$ cat config.mk
export PLATFORM = sky130hd
export DESIGN_NAME = dbgm_pin_mux
export DESIGN_NICKNAME = d
export VERILOG_FILES = /design/src/hw/dbgm_pkg.sv /design/src/hw/dbgm_pin_mux.sv
export SDC_FILE = /design/constraint.sdc
export NUM_CORES = 1
export LEC_CHECK = 0
export ABC_AREA = 1
export ABC_CLOCK_PERIOD_IN_PS = 1400
export BUFFER_PORTS_ARGS = -buffer_cell sky130_fd_sc_hd__buf_2
export CAP_MARGIN = 10
export CORE_AREA = 2 2 39 41
export CTS_CLUSTER_SIZE = 25
export DETAILED_ROUTE_END_ITERATION = 10
export DIE_AREA = 0 0 41 43
export PLACE_DENSITY_LB_ADDON = 0.08
export SLEW_MARGIN = 0
export SYNTH_ARGS = -nofsm -noshare
export SYNTH_HDL_FRONTEND = slang
export SYNTH_SLANG_ARGS = --single-unit
$ cat constraint.sdc
create_clock -name clock -period 1.4 [get_ports clock]
set_input_delay 0.28 -clock clock [delete_from_list [all_inputs] [get_ports clock]]
set_output_delay 0.28 -clock clock [all_outputs]
set_load 0.02 [all_outputs]
$ cat src/hw/dbgm_pkg.sv
/*
 * Package for the debug port pin multiplexer: routing modes, idle levels
 * driven into the unselected function, status layout and the default
 * settle count.
 * Assumes nothing beyond a SystemVerilog compiler; no timescale here.
 */
package dbgm_pkg;

	// Pin select level chooses the routing; one bit, trivially Gray
	typedef enum logic {
		DBGM_MODE_UART = 1'h0,
		DBGM_MODE_JTAG = 1'h1
	} dbgm_mode_t;

	localparam dbgm_mode_t DBGM_RST_MODE = DBGM_MODE_UART;

	// Output enable levels
	localparam logic DBGM_DRIVE_ON  = 1'h1;
	localparam logic DBGM_DRIVE_OFF = 1'h0;

	// Levels fed to the function that is not selected, and the level on an undriven pin output
	localparam logic DBGM_IDLE_TCK    = 1'h0;
	localparam logic DBGM_IDLE_TMS    = 1'h1;
	localparam logic DBGM_IDLE_TDI    = 1'h1;
	localparam logic DBGM_IDLE_TRST_N = 1'h0;
	localparam logic DBGM_IDLE_RX     = 1'h1;
	localparam logic DBGM_IDLE_BOOT   = 1'h0;
	localparam logic DBGM_IDLE_VCTL   = 1'h0;
	localparam logic DBGM_IDLE_PIN    = 1'h0;

	// Status reset values
	localparam logic DBGM_RST_SETTLED = 1'h0;
	localparam logic DBGM_RST_CHANGED = 1'h0;

	// Cycles the select level must hold before the mode counts as settled
	localparam int unsigned DBGM_SETTLE_DEFAULT = 8;

	// Inputs of the boundary-scan logic
	typedef struct packed {
		logic tck;
		logic tdi;
		logic tms;
		logic trst_n;
	} dbgm_scan_in_t;

	// Outputs of the boundary-scan logic
	typedef struct packed {
		logic tdo;
		logic tdo_oe;
	} dbgm_scan_out_t;

	// Inputs of the UART, boot and vendor functions
	typedef struct packed {
		logic rx;
		logic boot;
		logic vendor_ctl_i;
	} dbgm_uart_in_t;

	// Outputs of the UART and vendor functions
	typedef struct packed {
		logic tx;
		logic vendor_ctl_o;
		logic vendor_ctl_oe;
	} dbgm_uart_out_t;

	// Registered view of the routing
	typedef struct packed {
		dbgm_mode_t mode;
		logic       settled;
		logic       changed;
	} dbgm_status_t;

endpackage

$ cat src/hw/dbgm_pin_mux.sv
/*
 * Debug port pin multiplexer: steers five debug pins between the
 * boundary-scan port and the UART, boot and vendor control functions,
 * and keeps a registered status of the current routing.
 * Assumes pin inputs synchronous to clock, the wire level resolved
 * outside from the output enables, and scan and UART logic on the core
 * side of the struct ports.
 */
`timescale 1ns/10ps
`default_nettype none

// What this block does
// Pin one carries scan clock or vendor control
// Pin two drives scan data out or TX
// Pin three feeds scan data in or RX
// Pin four feeds scan mode select or boot
// Pin five is scan reset or mux select
// Select high routes scan, low routes UART
// Carrier never drives or pulls debug pins
// Routing combinational; unselected outputs stay undriven
module dbgm_pin_mux #(
	parameter int unsigned SETTLE_CYCLES = dbgm_pkg::DBGM_SETTLE_DEFAULT
) (
	input  wire logic                     clock,
	input  wire logic                     rst_n,
	input  wire logic                     clk_en,
	input  wire logic                     debug_pin_clock_ctl_i,
	output logic                          debug_pin_clock_ctl_o,
	output logic                          debug_pin_clock_ctl_oe,
	output logic                          debug_pin_out_tx_o,
	output logic                          debug_pin_out_tx_oe,
	input  wire logic                     debug_pin_in_rx_i,
	input  wire logic                     debug_pin_mode_boot_i,
	input  wire logic                     debug_pin_select_i,
	input  wire dbgm_pkg::dbgm_scan_out_t scan_out,
	output dbgm_pkg::dbgm_scan_in_t       scan_in,
	input  wire dbgm_pkg::dbgm_uart_out_t uart_out,
	output dbgm_pkg::dbgm_uart_in_t       uart_in,
	output dbgm_pkg::dbgm_status_t        status
);
	import dbgm_pkg::*;

	localparam int unsigned CNT_W = $clog2(SETTLE_CYCLES + 1);
	localparam logic [CNT_W-1:0] SETTLE_CNT = CNT_W'(SETTLE_CYCLES);
	localparam logic [CNT_W-1:0] CNT_ZERO   = '0;
	localparam logic [CNT_W-1:0] CNT_ONE    = CNT_W'(1);

	// Decodes the select pin level into a routing mode
	function automatic dbgm_mode_t decode_mode(input logic sel);
		begin
			decode_mode = sel ? DBGM_MODE_JTAG : DBGM_MODE_UART;
		end
	endfunction

	dbgm_mode_t       pin_mode;
	dbgm_mode_t       mode_ff;
	logic             changed_ff;
	logic [CNT_W-1:0] settle_cnt_ff;
	logic             mode_moved;

	// Mode follows the pin with no register in the path
	assign pin_mode   = decode_mode(debug_pin_select_i);
	assign mode_moved = (pin_mode != mode_ff);

	// Pin one: scan clock in, or vendor control in both directions
	always_comb begin
		debug_pin_clock_ctl_o  = DBGM_IDLE_PIN;
		debug_pin_clock_ctl_oe = DBGM_DRIVE_OFF;
		unique case (pin_mode)
			DBGM_MODE_JTAG: begin
				// Scan clock is an input only
				debug_pin_clock_ctl_o  = DBGM_IDLE_PIN;
				debug_pin_clock_ctl_oe = DBGM_DRIVE_OFF;
			end
			DBGM_MODE_UART: begin
				debug_pin_clock_ctl_o  = uart_out.vendor_ctl_o;
				debug_pin_clock_ctl_oe = uart_out.vendor_ctl_oe;
			end
		endcase
	end

	// Pin two: scan data out, or serial transmit
	always_comb begin
		debug_pin_out_tx_o  = DBGM_IDLE_PIN;
		debug_pin_out_tx_oe = DBGM_DRIVE_OFF;
		unique case (pin_mode)
			DBGM_MODE_JTAG: begin
				// Scan logic decides when data out is driven
				debug_pin_out_tx_o  = scan_out.tdo;
				debug_pin_out_tx_oe = scan_out.tdo_oe;
			end
			DBGM_MODE_UART: begin
				debug_pin_out_tx_o  = uart_out.tx;
				debug_pin_out_tx_oe = DBGM_DRIVE_ON;
			end
		endcase
	end

	// Scan inputs: live pins in scan mode, idle levels otherwise
	always_comb begin
		scan_in.tck    = DBGM_IDLE_TCK;
		scan_in.tdi    = DBGM_IDLE_TDI;
		scan_in.tms    = DBGM_IDLE_TMS;
		scan_in.trst_n = DBGM_IDLE_TRST_N;
		unique case (pin_mode)
			DBGM_MODE_JTAG: begin
				scan_in.tck    = debug_pin_clock_ctl_i;
				scan_in.tdi    = debug_pin_in_rx_i;
				scan_in.tms    = debug_pin_mode_boot_i;
				// Select pin doubles as the active-low scan reset
				scan_in.trst_n = debug_pin_select_i;
			end
			DBGM_MODE_UART: begin
				// Scan logic held in reset while the pins serve the UART
				scan_in.tck    = DBGM_IDLE_TCK;
				scan_in.tdi    = DBGM_IDLE_TDI;
				scan_in.tms    = DBGM_IDLE_TMS;
				scan_in.trst_n = DBGM_IDLE_TRST_N;
			end
		endcase
	end

	// UART, boot and vendor inputs: live pins in UART mode only
	always_comb begin
		uart_in.rx           = DBGM_IDLE_RX;
		uart_in.boot         = DBGM_IDLE_BOOT;
		uart_in.vendor_ctl_i = DBGM_IDLE_VCTL;
		unique case (pin_mode)
			DBGM_MODE_JTAG: begin
				// Idle line levels so the UART sees no false start bit
				uart_in.rx           = DBGM_IDLE_RX;
				uart_in.boot         = DBGM_IDLE_BOOT;
				uart_in.vendor_ctl_i = DBGM_IDLE_VCTL;
			end
			DBGM_MODE_UART: begin
				// Pins are read bare: no keeper, the tool sets the level
				uart_in.rx           = debug_pin_in_rx_i;
				uart_in.boot         = debug_pin_mode_boot_i;
				uart_in.vendor_ctl_i = debug_pin_clock_ctl_i;
			end
		endcase
	end

	// Registered copy of the routing mode
	always_ff @(posedge clock or negedge rst_n) begin
		if (!rst_n) begin
			mode_ff <= DBGM_RST_MODE;
		end else if (clk_en) begin
			mode_ff <= pin_mode;
		end
	end

	// One-cycle pulse whenever the select level has moved
	always_ff @(posedge clock or negedge rst_n) begin
		if (!rst_n) begin
			changed_ff <= DBGM_RST_CHANGED;
		end else if (clk_en) begin
			changed_ff <= mode_moved;
		end
	end

	// Counts enabled cycles since the last move, saturating
	always_ff @(posedge clock or negedge rst_n) begin
		if (!rst_n) begin
			settle_cnt_ff <= CNT_ZERO;
		end else if (clk_en) begin
			if (mode_moved) begin
				settle_cnt_ff <= CNT_ZERO;
			end else if (settle_cnt_ff != SETTLE_CNT) begin
				settle_cnt_ff <= settle_cnt_ff + CNT_ONE;
			end
		end
	end

	assign status.mode    = mode_ff;
	assign status.changed = changed_ff;
	assign status.settled = (settle_cnt_ff == SETTLE_CNT);

endmodule

`default_nettype wire

==> metrics.csv <==
metric;value;unit
Syn Nets;84;
FMAX;742;MHz
CP max FO;2;
drt total wl;1.05;mm
Seq/Total Area, Yosys;31.4;%
worst reg-to-reg path cell count;8;
status;complete, no violations;
clock-pin slew on the worst setup and hold paths;0.05;ns
CTS H-tree depth;1;
Setup crit start kind;register;
post-synthesis cell type count;17;
pre-CTS WS;0.109;ns
Yosys warnings;0;
R2R setup slack;0.25;ns
antenna cell count;0;
1st-iter DRT viols;9;
crit path time final;1.35;ns
max cap viols;0;
Lkg Pwr;0.403;nW
Detailed Routing Iterations Pass 1;4;
Final period util;96.2;%
Synth area leader;dfrtp_1;
Die H;43;um
area share of the largest cell type after synthesis;31.4;%
cts bufs inserted;3;
Post-Syn Instances;70;
skew final;0.00512;ns
site row count;14;
element type at the critical path end;output port;
synthesized area;478;sq um
vias in the first global route;430;
initial antenna violation count;0;
Psw;0.187;mW
Ports;26;
combinational power share;34.7;%
total power;0.553;mW
DR vias/cell;4.52;
number of fill cells in the layout;151;
CTS tree;done;
vias;515;
Die ar.;1760;sq um
EDFF count, synth;0;
Sw Share;33.8;%
post-route ant nets;0;
Port Buffers;25;
pin count of the biggest net entering global routing;12;
Clock Power Share;28.1;%
worst hold margin;0.383;ns
maximum vdd drop;0.501;mV
most frequent cell after synthesis;nand2_1;
Internal;0.366;mW
crit path DAT;1.07;ns
Hold Path Class;in2async;
clock latency at the later pin of the worst-skew pair;0.24;ns
Avg Cell Area, Syn;6.83;sq um
Slew headroom;85.6;%
Hold Fails Final Rpt;0;
CTS root buf;clkbuf_4;
most frequent cells after synthesis;nand2_1, inv_1, dfrtp_1;
DR WL/cell;9.18;um
Worst Setup Path Type;reg2out;
Least-Margin Pin Slew;0.215;ns
share of cells above drive strength 1;45.9;%
Synth-to-Final Area Change;40.3;%
core area;1380;sq um
clock sinks;6;
Final setup viols;0;
dpl hpwl;808;um
PwrDens;825;nW/um^2
die width;41;um
Worst Path Required;1.12;ns
async set-reset flop share out of synthesis;100;%
synth top area cells;dfrtp_1, nand2_1, inv_1;
Main synth FF type;dfrtp_1;
overall routing resource usage;13.1;%
Seq pwr share;37.2;%
# nets final;114;
gr ovfl total;0;
effective utilization at floorplan;34.5;%
Yosys reg bits;6;
setup slack after layout;0.0529;ns
clk buf depth;2;
DRC Markers;0;
final weighted congestion in routability-driven placement;0.874;
first-pass GRT wire length;1.57;mm
Final Max Tran Viols;0;
-- routing by layer --
metal	wire [um]	GRT usage (%)	vias up	share of wire, %
met5	0	0	-	0
met4	6	8.00	0	0.57
met3	99	3.14	2	9.5
met2	482	21.6	29	46
met1	458	13.9	219	44
li1	-	-	265	-
-- critical path, stage by stage (launching register included) --
cell	delay, ns
dfrtp_1	0.39
inv_2	0.08
ha_4	0.14
nand3_4	0.06
inv_2	0.06
buf_6	0.10
-- placed cells by master (no fill, tap or decap), types with 2 or more instances in the layout --
cell	count
buf_4	4
o21ai_0	2
dfrtp_1	6
nor2_1	5
inv_2	4
nand3_1	5
nand2_2	4
inv_1	10
buf_2	24
nand4_1	3
clkbuf_4	3
nand2_1	19
-- power by group through the flow --
stage	logic [mW]	registers, mW	clock network [mW]
after global placement	0.156	0.210	0
after CTS	0.179	0.204	0.168
after detailed placement	0.158	0.211	0
after global routing	0.215	0.207	0.175
after floorplan	0.119	0.208	0
final	0.192	0.206	0.155
-- layout make-up --
class                   count  area [sq um]  area share (%)
clock buffers               3          22.5            3.36
inverters                  14          52.6            7.84
multi-input cells          45           254            37.9
flip-flops and latches      6           150            22.4
well taps                  16          20.0            2.99
repair buffers             30           171            25.6
-- logic make-up (layout without fill, tap and decap cells) --
logic type | count (synthesis) | count (layout) | share of synthesized area, %
flops | 6 | 6 | 31.4
buf+inv | 19 | 47 | 19.6
compound gates | 3 | 3 | 3.40
simple gates | 40 | 40 | 40.3
fa+ha+maj | 2 | 2 | 5.23
-- metrics by stage --
stage	util, %	cell area, sq um	setup TNS (ns)	instances
finish	48.5	671	0	114
global route	48.5	671	-0.000132	114
CTS	47.2	653	0	114
detailed placement	42.6	589	0	107
global placement	42.6	589	0	107
floorplan	-	478	0	70
-- sequential cells by signal, indices dropped and copies added (netlist names) --
signal and flops:
mode_ff 1, changed_ff 1, settle_cnt_ff 4
-- worst paths after layout --
path	start	end
max in group asynchronous	rst_n	settle_cnt_ff[2]
worst max-delay path	settle_cnt_ff[0]	status[1]
worst max register to register	settle_cnt_ff[0]	settle_cnt_ff[3]
worst min register to register	changed_ff	changed_ff
worst min-delay path	rst_n	changed_ff
min in group clock	clk_en	changed_ff
-- repair_timing --
action	CTS	global route
pin swaps	1	1
hold buffers	1	0
endpoints found under the hold margin	6	0
setup endpoints to repair	1	1
buffers inserted	3	0
resized for setup	5	3
Note: power is estimated with default switching activity, not from simulation.
